File: src/peb_pkg.sv
// Constants and types shared by the port and external bus pin logic
// Function
// - Program store strobe pulses low for code fetches, otherwise held high.
// - Address latch strobe high 1.5 oscillator cycles, period four oscillator cycles.
// - Address latch strobe forced high during reset.
// - Strobe disable set holds address latch strobe high.
// - External accesses pulse the address latch strobe regardless of the disable.
// - Address latch strobe marks the low address byte on port 0.
// - Port 0 shows address while strobe high, then becomes the data bus.
// - Port 0 is open-drain I/O; bus mode drives high levels actively.
// - Port 0 pins float after reset.
// - Port 1 latches reset to one, pins held by weak pull-up.
// - Weakly pulled port 1 pin also reads as an input.
// - Writing zero to port 1 bit enables strong pull-down until one or reset.
// - Port 1 zero-to-one change briefly drives strong high, then weak pull-up.
// - Port 1 bit 0 is timer 2 pin, bit 1 its trigger input.
// - Port 1 bit 2 is serial 1 receive, bit 3 serial 1 transmit.
// - Port 1 bits 4..7 are interrupts; 4,6 rising edge, 5,7 falling edge.
// - Oscillator cycles form the time base for strobe timing.
package peb_pkg;

   // Clock runs at twice the oscillator rate so half oscillator cycles exist
   localparam int CLK_PERIOD_NS   = 25;
   localparam int OSC_PERIOD_NS   = 50;
   localparam int STROBE_HIGH_NS  = OSC_PERIOD_NS * 3 / 2;
   localparam int MC_PERIOD_NS    = OSC_PERIOD_NS * 4;
   localparam int STROBE_HIGH_CYC = (STROBE_HIGH_NS + CLK_PERIOD_NS - 1) / CLK_PERIOD_NS;
   localparam int MC_CYC          = MC_PERIOD_NS / CLK_PERIOD_NS;
   localparam int KICK_NS         = 50;
   localparam int KICK_CYC        = (KICK_NS + CLK_PERIOD_NS - 1) / CLK_PERIOD_NS;

   localparam logic [2:0] PH_LAST        = 3'(MC_CYC - 1);
   localparam logic [2:0] PH_STROBE_FALL = 3'(STROBE_HIGH_CYC);
   localparam logic [2:0] PH_PROGRAM_STORE_STROBE_N_FIRST  = 3'h4;
   localparam logic [2:0] PH_PROGRAM_STORE_STROBE_N_LAST   = 3'h6;
   localparam logic [1:0] KICK_LOAD      = 2'(KICK_CYC);

   localparam logic [7:0] P0_LATCH_RST = 8'hff;
   localparam logic [7:0] P1_LATCH_RST = 8'hff;

   localparam int BIT_TIMER2_PIN  = 0;
   localparam int BIT_TIMER2_TRIG = 1;
   localparam int BIT_SER1_RX     = 2;
   localparam int BIT_SER1_TX     = 3;
   localparam int BIT_IRQ_RISE_A  = 4;
   localparam int BIT_IRQ_FALL_A  = 5;
   localparam int BIT_IRQ_RISE_B  = 6;
   localparam int BIT_IRQ_FALL_B  = 7;

   typedef enum logic [1:0] {
      XK_IDLE  = 2'b00,
      XK_CODE  = 2'b01,
      XK_READ  = 2'b10,
      XK_WRITE = 2'b11
   } peb_xkind_t;

   typedef struct packed {
      peb_xkind_t kind;
      logic [7:0] addr_lo;
      logic [7:0] wdata;
   } peb_xreq_t;

endpackage : peb_pkg

File: src/peb_p1_bit.sv
// One quasi-bidirectional port 1 pin with sync and edge detect
`timescale 1ns/1ps
module peb_p1_bit
   import peb_pkg::*;
(
   input  wire logic clk,
   input  wire logic nrst,
   input  wire logic wr,
   input  wire logic wdata,
   input  wire logic alt_drive,
   input  wire logic pin_i,
   output logic      pin_o,
   output logic      pin_oe,
   output logic      weak_pu,
   output logic      pin_level,
   output logic      rise,
   output logic      fall
);

   logic       latch;
   logic       eff;
   logic       eff_q;
   logic [1:0] kick;
   logic       s1;
   logic       s3;

   always_ff @(posedge clk or negedge nrst) begin
      if (!nrst) begin
         latch <= 1'b1;
      end else if (wr) begin
         latch <= wdata;
      end
   end

   // Alternate output only ever pulls low, like a written zero
   assign eff = latch & alt_drive;

   always_ff @(posedge clk or negedge nrst) begin
      if (!nrst) begin
         eff_q <= 1'b1;
         kick  <= 2'h0;
      end else begin
         eff_q <= eff;
         if (eff && !eff_q) begin
            kick <= KICK_LOAD;
         end else if (kick != 2'h0) begin
            kick <= kick - 2'h1;
         end
      end
   end

   always_ff @(posedge clk or negedge nrst) begin
      if (!nrst) begin
         pin_o   <= 1'b0;
         pin_oe  <= 1'b0;
         weak_pu <= 1'b1;
      end else if (!eff) begin
         pin_o   <= 1'b0;
         pin_oe  <= 1'b1;
         weak_pu <= 1'b0;
      end else if (!eff_q || kick > 2'h1) begin
         pin_o   <= 1'b1;
         pin_oe  <= 1'b1;
         weak_pu <= 1'b0;
      end else begin
         pin_o   <= 1'b0;
         pin_oe  <= 1'b0;
         weak_pu <= 1'b1;
      end
   end

   // First stage read only by the second
   always_ff @(posedge clk or negedge nrst) begin
      if (!nrst) begin
         s1        <= 1'b1;
         pin_level <= 1'b1;
         s3        <= 1'b1;
         rise      <= 1'b0;
         fall      <= 1'b0;
      end else begin
         s1        <= pin_i;
         pin_level <= s1;
         s3        <= pin_level;
         rise      <= pin_level && !s3;
         fall      <= !pin_level && s3;
      end
   end
endmodule : peb_p1_bit

File: src/peb_pins.sv
// Port 0, port 1 and external memory strobe pin logic
`timescale 1ns/1ps
module peb_pins
   import peb_pkg::*;
(
   input  wire logic       clk,
   input  wire logic       nrst,
   input  wire logic       latch_strobe_disable,
   input  wire peb_xreq_t  xreq,
   output logic            xreq_slot,
   output logic            xdone,
   output logic [7:0]      xrdata,
   input  wire logic       p0_wr,
   input  wire logic [7:0] p0_wdata,
   output logic [7:0]      p0_level,
   input  wire logic       p1_wr,
   input  wire logic [7:0] p1_wdata,
   output logic [7:0]      p1_level,
   input  wire logic       timer2_ext_pin_drive,
   input  wire logic       serial1_transmit,
   output logic            timer2_ext_pin_level,
   output logic            timer2_trigger_pin,
   output logic            serial1_receive,
   output logic            ext_irq_rise_a,
   output logic            ext_irq_fall_a,
   output logic            ext_irq_rise_b,
   output logic            ext_irq_fall_b,
   output logic            program_store_strobe_n,
   output logic            addr_latch_strobe,
   input  wire logic [7:0] mux_addr_data_low_i,
   output logic [7:0]      mux_addr_data_low_o,
   output logic [7:0]      mux_addr_data_low_oe,
   input  wire logic [7:0] p1_pin_i,
   output logic [7:0]      p1_pin_o,
   output logic [7:0]      p1_pin_oe,
   output logic [7:0]      p1_weak_pu
);

   logic [2:0] phase;
   logic [2:0] next_phase;
   peb_xreq_t  cur;
   peb_xreq_t  next_cur;
   logic [7:0] p0_latch;
   logic [7:0] p0_s1;
   logic       next_strobe;
   logic       next_program_store_strobe_n_n;
   logic [7:0] next_p0_o;
   logic [7:0] next_p0_oe;
   logic [7:0] p1_alt;
   logic [7:0] p1_rise;
   logic [7:0] p1_fall;

   // Machine cycle of four oscillator cycles
   assign next_phase = (phase == PH_LAST) ? 3'h0 : phase + 3'h1;

   always_ff @(posedge clk or negedge nrst) begin
      if (!nrst) begin
         phase <= 3'h0;
      end else begin
         phase <= next_phase;
      end
   end

   // Request is taken only at the machine cycle boundary
   assign next_cur = (phase == PH_LAST) ? xreq : cur;

   always_ff @(posedge clk or negedge nrst) begin
      if (!nrst) begin
         cur <= '0;
      end else begin
         cur <= next_cur;
      end
   end

   always_ff @(posedge clk or negedge nrst) begin
      if (!nrst) begin
         xreq_slot <= 1'b0;
      end else begin
         xreq_slot <= (next_phase == PH_LAST);
      end
   end

   // Address latch strobe, computed one cycle early so it leaves a flop
   always_comb begin
      next_strobe = 1'b1;
      if (!latch_strobe_disable || next_cur.kind != XK_IDLE) begin
         next_strobe = (next_phase < PH_STROBE_FALL);
      end
   end

   always_ff @(posedge clk or negedge nrst) begin
      if (!nrst) begin
         addr_latch_strobe <= 1'b1;
      end else begin
         addr_latch_strobe <= next_strobe;
      end
   end

   assign next_program_store_strobe_n_n = !(next_cur.kind == XK_CODE
                          && next_phase >= PH_PROGRAM_STORE_STROBE_N_FIRST
                          && next_phase <= PH_PROGRAM_STORE_STROBE_N_LAST);

   always_ff @(posedge clk or negedge nrst) begin
      if (!nrst) begin
         program_store_strobe_n <= 1'b1;
      end else begin
         program_store_strobe_n <= next_program_store_strobe_n_n;
      end
   end

   always_ff @(posedge clk or negedge nrst) begin
      if (!nrst) begin
         p0_latch <= P0_LATCH_RST;
      end else if (p0_wr) begin
         p0_latch <= p0_wdata;
      end
   end

   // Bus mode drives both levels; idle port only sinks
   always_comb begin
      next_p0_o  = 8'h00;
      next_p0_oe = 8'h00;
      case (next_cur.kind)
         XK_IDLE: begin
            next_p0_oe = ~p0_latch;
         end
         XK_CODE, XK_READ: begin
            if (next_phase < PH_STROBE_FALL) begin
               next_p0_o  = next_cur.addr_lo;
               next_p0_oe = 8'hff;
            end
         end
         XK_WRITE: begin
            next_p0_oe = 8'hff;
            if (next_phase < PH_STROBE_FALL) begin
               next_p0_o = next_cur.addr_lo;
            end else begin
               next_p0_o = next_cur.wdata;
            end
         end
         default: begin
            next_p0_o  = 8'h00;
            next_p0_oe = 8'h00;
         end
      endcase
   end

   always_ff @(posedge clk or negedge nrst) begin
      if (!nrst) begin
         mux_addr_data_low_o  <= 8'h00;
         mux_addr_data_low_oe <= 8'h00;
      end else begin
         mux_addr_data_low_o  <= next_p0_o;
         mux_addr_data_low_oe <= next_p0_oe;
      end
   end

   always_ff @(posedge clk or negedge nrst) begin
      if (!nrst) begin
         p0_s1    <= 8'h00;
         p0_level <= 8'h00;
      end else begin
         p0_s1    <= mux_addr_data_low_i;
         p0_level <= p0_s1;
      end
   end

   // Read data is the synced bus at the end of the cycle, strobe still low
   always_ff @(posedge clk or negedge nrst) begin
      if (!nrst) begin
         xdone  <= 1'b0;
         xrdata <= 8'h00;
      end else begin
         xdone <= (phase == PH_LAST) && (cur.kind != XK_IDLE);
         if (phase == PH_LAST && (cur.kind == XK_CODE || cur.kind == XK_READ)) begin
            xrdata <= p0_level;
         end
      end
   end

   always_comb begin
      p1_alt                = 8'hff;
      p1_alt[BIT_TIMER2_PIN] = timer2_ext_pin_drive;
      p1_alt[BIT_SER1_TX]    = serial1_transmit;
   end

   for (genvar i = 0; i < 8; i++) begin : g_p1
      peb_p1_bit u_bit (
         .clk       (clk),
         .nrst      (nrst),
         .wr        (p1_wr),
         .wdata     (p1_wdata[i]),
         .alt_drive (p1_alt[i]),
         .pin_i     (p1_pin_i[i]),
         .pin_o     (p1_pin_o[i]),
         .pin_oe    (p1_pin_oe[i]),
         .weak_pu   (p1_weak_pu[i]),
         .pin_level (p1_level[i]),
         .rise      (p1_rise[i]),
         .fall      (p1_fall[i])
      );
   end

   // Alternate inputs are already synced flop outputs of the bit cells
   assign timer2_ext_pin_level = p1_level[BIT_TIMER2_PIN];
   assign timer2_trigger_pin   = p1_level[BIT_TIMER2_TRIG];
   assign serial1_receive      = p1_level[BIT_SER1_RX];
   assign ext_irq_rise_a       = p1_rise[BIT_IRQ_RISE_A];
   assign ext_irq_fall_a       = p1_fall[BIT_IRQ_FALL_A];
   assign ext_irq_rise_b       = p1_rise[BIT_IRQ_RISE_B];
   assign ext_irq_fall_b       = p1_fall[BIT_IRQ_FALL_B];
endmodule : peb_pins

File: config.mk
export PLATFORM = sky130hd
export DESIGN_NAME = peb_pins
export DESIGN_NICKNAME = d
export VERILOG_FILES = /design/src/peb_pkg.sv /design/src/peb_p1_bit.sv /design/src/peb_pins.sv
export SDC_FILE = /design/constraint.sdc
export NUM_CORES = 1
export LEC_CHECK = 0
export BUFFER_PORTS_ARGS = -buffer_cell sky130_fd_sc_hd__buf_2
export CAP_MARGIN = 20
export CORE_ASPECT_RATIO = 0.7
export CORE_MARGIN = 2
export CORE_UTILIZATION = 54
export CTS_CLUSTER_SIZE = 14
export DETAILED_ROUTE_END_ITERATION = 10
export MAX_ROUTING_LAYER = met4
export PLACE_DENSITY_LB_ADDON = 0.12
export SYNTH_ARGS = -nofsm -noshare
export SYNTH_HDL_FRONTEND = slang
export SYNTH_HIERARCHICAL = 1
export SYNTH_SLANG_ARGS = --single-unit
File: constraint.sdc
create_clock -name clk -period 3.2 [get_ports clk]
set_input_delay 0.16 -clock clk [delete_from_list [all_inputs] [get_ports clk]]
set_output_delay 0.16 -clock clk [all_outputs]
set_load 0.01 [all_outputs]
-- Word-level counts from Yosys, hierarchy flattened
Index checks and enable logic that the tools add are counted.
Widths: inputs -> output; s select.
- register bits after elaboration: 153
- input bits: 57
- output and inout bits: 75
- logic and storage cells: 240
- $add $sub $neg: 9
- order comparisons: 11
- equal/unequal tests: 7
- multiplexer cells: 64
- bitwise gates (word level): 3
- reductions and logical operators: 60
- operators by type and width (kind ; count):
    $mux 1 ; 41
    $reduce_bool 2->1 ; 18
    $mux 2 ; 16
    $mux 8 ; 3
    $pmux 8 s3 ; 1
    $mux 18 ; 1
    $gt 2x1->1 const B ; 8
    $logic_and 1x1->1 ; 16
    $pmux 8 s2 ; 1
    $sub 2x1->2 const B ; 8
    $logic_not 1->1 ; 14
    $logic_or 1x1->1 ; 10
    $not 8->8 ; 1
    $eq 2x2->1 const B ; 3
    $eq 3x3->1 const B ; 2
    $eq 2x1->1 const B ; 2
    $add 3x1->3 const B ; 1
    $ge 3x3->1 const B ; 1
    $le 3x3->1 const B ; 1
    $lt 3x2->1 const B ; 1
    $mux 3 ; 1
    $and 1x1->1 ; 2
    $logic_not 2->1 ; 1
    $reduce_or 2->1 ; 1

-- Depth between registers and ports, before layout
- depth in word-level cells: 6
- mapped depth: 10
- gate-level depth less buffers: 9

-- By module
Netlist, hierarchy kept.
- by module, submodules not included (module ; times used ; cells each ; area an instance (sq um) ; seq. area each (sq um)):
    peb_p1_bit ; 8 ; 30 ; 444.2 ; 307.8
    peb_pins ; 1 ; 180 ; 2687.6 ; 1839.3

-- Worst setup path before layout
No wires, ideal clock.
- kind: reg-to-reg
- from: reg phase[0]
- to: reg mux_addr_data_low_oe[1]
- data arrival time: 2.163 ns
- data required time: 3.063 ns
- slack: 0.900 ns
- stages on the path, launching flop included: 10
- buffers on the path: 3
- cells stage by stage: dfrtp_1 -> ha_1 -> and2_1 -> buf_2 -> nand2_1 -> a21boi_0 -> ha_1 -> buf_1 -> clkbuf_1 -> a21oi_1
- longest elaborated chain between the ends: 5
- ends and longest elaborated chain (element ; line ; RTL):
    start, declared ; peb_pins.sv:39 ; logic [2:0] phase;
    start signal, assigned ; peb_pins.sv:60 ; phase <= next_phase;
    $add 3x1->3 / $eq 3x3->1 (equally long branches) ; peb_pins.sv:54, peb_pins.sv:65 ;
    $mux 3 / $mux 18 (equally long branches) ; peb_pins.sv:54, peb_pins.sv:65 ;
    $lt 3x2->1, or another cell as far along ; peb_pins.sv:128 ; if (next_phase < PH_STROBE_FALL) begin
    $mux 8 / $reduce_or 2->1 (equally long branches) ; peb_pins.sv:128, peb_pins.sv:123 ;
    $pmux 8 s3 (*) ; peb_pins.sv:123 ; case (next_cur.kind)
    named net next_p0_oe[1] ; peb_pins.sv:48 ; logic [7:0] next_p0_oe;
    end signal, assigned ; peb_pins.sv:154 ; mux_addr_data_low_oe <= next_p0_oe;
    end, declared ; peb_pins.sv:32 ; output logic [7:0] mux_addr_data_low_oe,
The timed path passes the listed nets; every way through them passes the cells marked *.
A chain may end at the register's enable or synchronous reset.

==> flow_metrics.env <==
export IMPL_reg2reg_slack_ps=540
export IMPL_worstSetupPathType="reg -> reg"
export IMPL_status="finished, final reports clean"
export IMPL_syn_instance_count=392
export IMPL_synth_area_per_cell_sq_um=14.7
export IMPL_end_kind="flip-flop"
export IMPL_total_power_mw=5.27
export IMPL_groute_usage_overall_pct=20.3
export IMPL_dieArea_sq_mm=0.0115
export IMPL_nNetsFinal=672
export IMPL_wl_met3_um=475
export IMPL_layout_cells_non_filler=736
export IMPL_largest_reg_flops=18
export IMPL_dp_slack_ps=560
export IMPL_crit_path_top_delay_cell="a21boi_0"
export IMPL_cts_inserted_buffers=17
export IMPL_worst_ep_arrival_time_ps=2910
export IMPL_critPathLaunchType="flip-flop"
export IMPL_first_global_vias=3734
export IMPL_drt_initial_drc_count=191
export IMPL_cts_clk_slew_worst_paths_ps=60
export IMPL_fin_crit_sh_pct=83.0
export IMPL_hold_viol=0
export IMPL_synth_area_sq_mm=0.00576
export IMPL_cts_root_buf="clkbuf_16"
export IMPL_drive_gt1_share_pct=46.5
export IMPL_worst_hold_path_type="in -> reg"
export IMPL_first_pass_iters=4
export IMPL_yosysWarnings=6
export IMPL_cts_tree="built"
export IMPL_setup_slack_ps=544
export IMPL_max_slew_margin_pct=54.2
export IMPL_cpMostUsedCell="ha_1"
export IMPL_cts_resized=0
export IMPL_ir_drop_mv=0.539
export IMPL_hp_start="xreq[10]"
export IMPL_maxCapViolCount=0
export IMPL_grt_pass1_wl_um=17800
export IMPL_post_drt_wl_per_cell_um=14.4
export IMPL_port_buffers=131
export IMPL_largestRegisters="cur: 18 flops, g_p1.u_bit/kick: 16 flops"
export IMPL_cts_sinks=153
export IMPL_core_area_sq_mm=0.0104
export IMPL_fmax_ghz=0.377
export IMPL_postCtsHoldBufs=39
export IMPL_crit_chain="ha_1 -> nand2_2 -> a21boi_0 -> inv_1 -> ha_1 -> or2_2 -> nand3_1 -> a21oi_1"
export IMPL_grt_max_degree=73
export IMPL_min_to="cur[10]"
export IMPL_crit_required_ps=3450
export IMPL_post_route_util_pct=73.4
export IMPL_cts_buffer_depth=2
export IMPL_reg2reg_from="phase[0]"
export IMPL_grt_ovfl_total=0
export IMPL_drv_slew=0
export IMPL_final_setup_viol_count=0
export IMPL_skew_ps=10.8
export IMPL_io_pins=132
export IMPL_antenna_found_initial=0
export IMPL_vias=3572
export IMPL_n_fill_cell=677
export IMPL_cts_setup_buffers=0
export IMPL_die_x_um=127
export IMPL_hpwl_um=7100
export IMPL_worst_pin_slew_ps=687
export IMPL_hold_path_cell_count=2
export IMPL_start_util_pct=55.6
export IMPL_clk_latency_ps=410
export IMPL_critical_path_top_delay_family="simple AND/OR/NAND/NOR gates"
export IMPL_critical_path_max_stage_delay_ps=500
export IMPL_dr_max_layer_used="met4"
export IMPL_area_growth_pct=31.9
export IMPL_htree_levels=4
export IMPL_globalplace_congestion=0.723
export IMPL_die_h_um=90.4
export IMPL_rsz0062_at_grt="no"
export IMPL_path_depth=8
export IMPL_fin_crit_ps=2660
export IMPL_drc=0
export IMPL_num_rows=31
export IMPL_met2WireLength_um=5210
export IMPL_reg2reg_depth=8
export IMPL_largest_register="cur"
export IMPL_reg2reg_to="mux_addr_data_low_o[3]"
export IMPL_placedCellCount=665
export IMPL_leakage_nw=3.66
export IMPL_diodes=0
export IMPL_ant_nets=0
export IMPL_crit_buf_inv=1
export IMPL_powerDensity_mw_per_mm2=694
export IMPL_tns_ps=0
export IMPL_routed_via_density=4.85
export IMPL_cp_max_fo=19
export IMPL_met1_length_um=4860
export IMPL_drt_wl_total_um=10600
[report_power, final]
group	internal, mW	switching (mW)	leakage (nW)
clock	1.11	0.801	0.275
combinational	0.521	0.483	1.66
sequential	2.20	0.150	1.72
total	3.84	1.43	3.66
[routing by layer]
layer  vias up  GRT usage, %
met5         -             -
met4         0          6.14
met3         8          5.04
met2        89          31.8
met1      1774          26.7
li1       1701             -
[metrics by stage]
stage                     hold WS, ps  cell area [sq um]
after floorplan                  -136               5820
after global placement            200               6630
after detailed placement          203               6630
after CTS                       0.861               7600
after global routing             7.79               7600
final                            13.3               7600
[worst max path at each step]
| stage | from | end | slack (ps) |
|---|---|---|---|
| 6_report | phase[0] | mux_addr_data_low_o[3] | 540 |
| 5_1_grt | phase[0] | mux_addr_data_low_oe[3] | 230 |
| 4_1_cts | phase[0] | mux_addr_data_low_o[3] | 550 |
| 3_5_place_dp | phase[0] | mux_addr_data_low_o[3] | 560 |
| 3_3_place_gp | phase[0] | mux_addr_data_low_o[7] | 730 |
| 2_1_floorplan | phase[0] | mux_addr_data_low_oe[1] | 900 |
[worst reg2reg max path, cell delays in order (launching register included)]
cell	delay, ps
dfrtp_1	430
ha_1	210
nand2_2	270
a21boi_0	510
inv_1	120
ha_1	380
or2_2	390
nand3_1	100
a21oi_1	80
[cell usage in the layout (no fill, tap or decap), drive strengths merged]
| cell | instances |
|---|---|
| conb | 18 |
| nand4 | 8 |
| xor2 | 1 |
| clkbuf | 19 |
| nor2 | 3 |
| and2b | 16 |
| o21a | 8 |
| a211oi | 1 |
| dfrtp | 99 |
| and2 | 2 |
| buf | 133 |
| and4 | 8 |
| a21oi | 24 |
| xnor2 | 8 |
| a21boi | 2 |
| o211ai | 3 |
| a2bb2oi | 1 |
| or2 | 1 |
| ha | 24 |
| bufinv | 1 |
| clkinv | 3 |
| dfstp | 54 |
| o311ai | 1 |
| nand2b | 8 |
| o2bb2ai | 1 |
| nor2b | 4 |
| o22ai | 8 |
| inv | 36 |
| nand3 | 13 |
| mux2 | 40 |
| dlygate4sd3 | 39 |
| clkinvlp | 3 |
| nand2 | 14 |
[cell type report]
type | instances | area, sq um | share of cell area [%]
Tap cell | 132 | 165 | 2.17
Inverter | 30 | 113 | 1.48
Sequential cell | 153 | 3900 | 51.3
Timing Repair Buffer | 172 | 1080 | 14.2
Multi-Input combinational cell | 217 | 1770 | 23.3
Clock inverter | 13 | 134 | 1.76
Clock buffer | 19 | 443 | 5.83
Power figures use the tool's default switching activity.
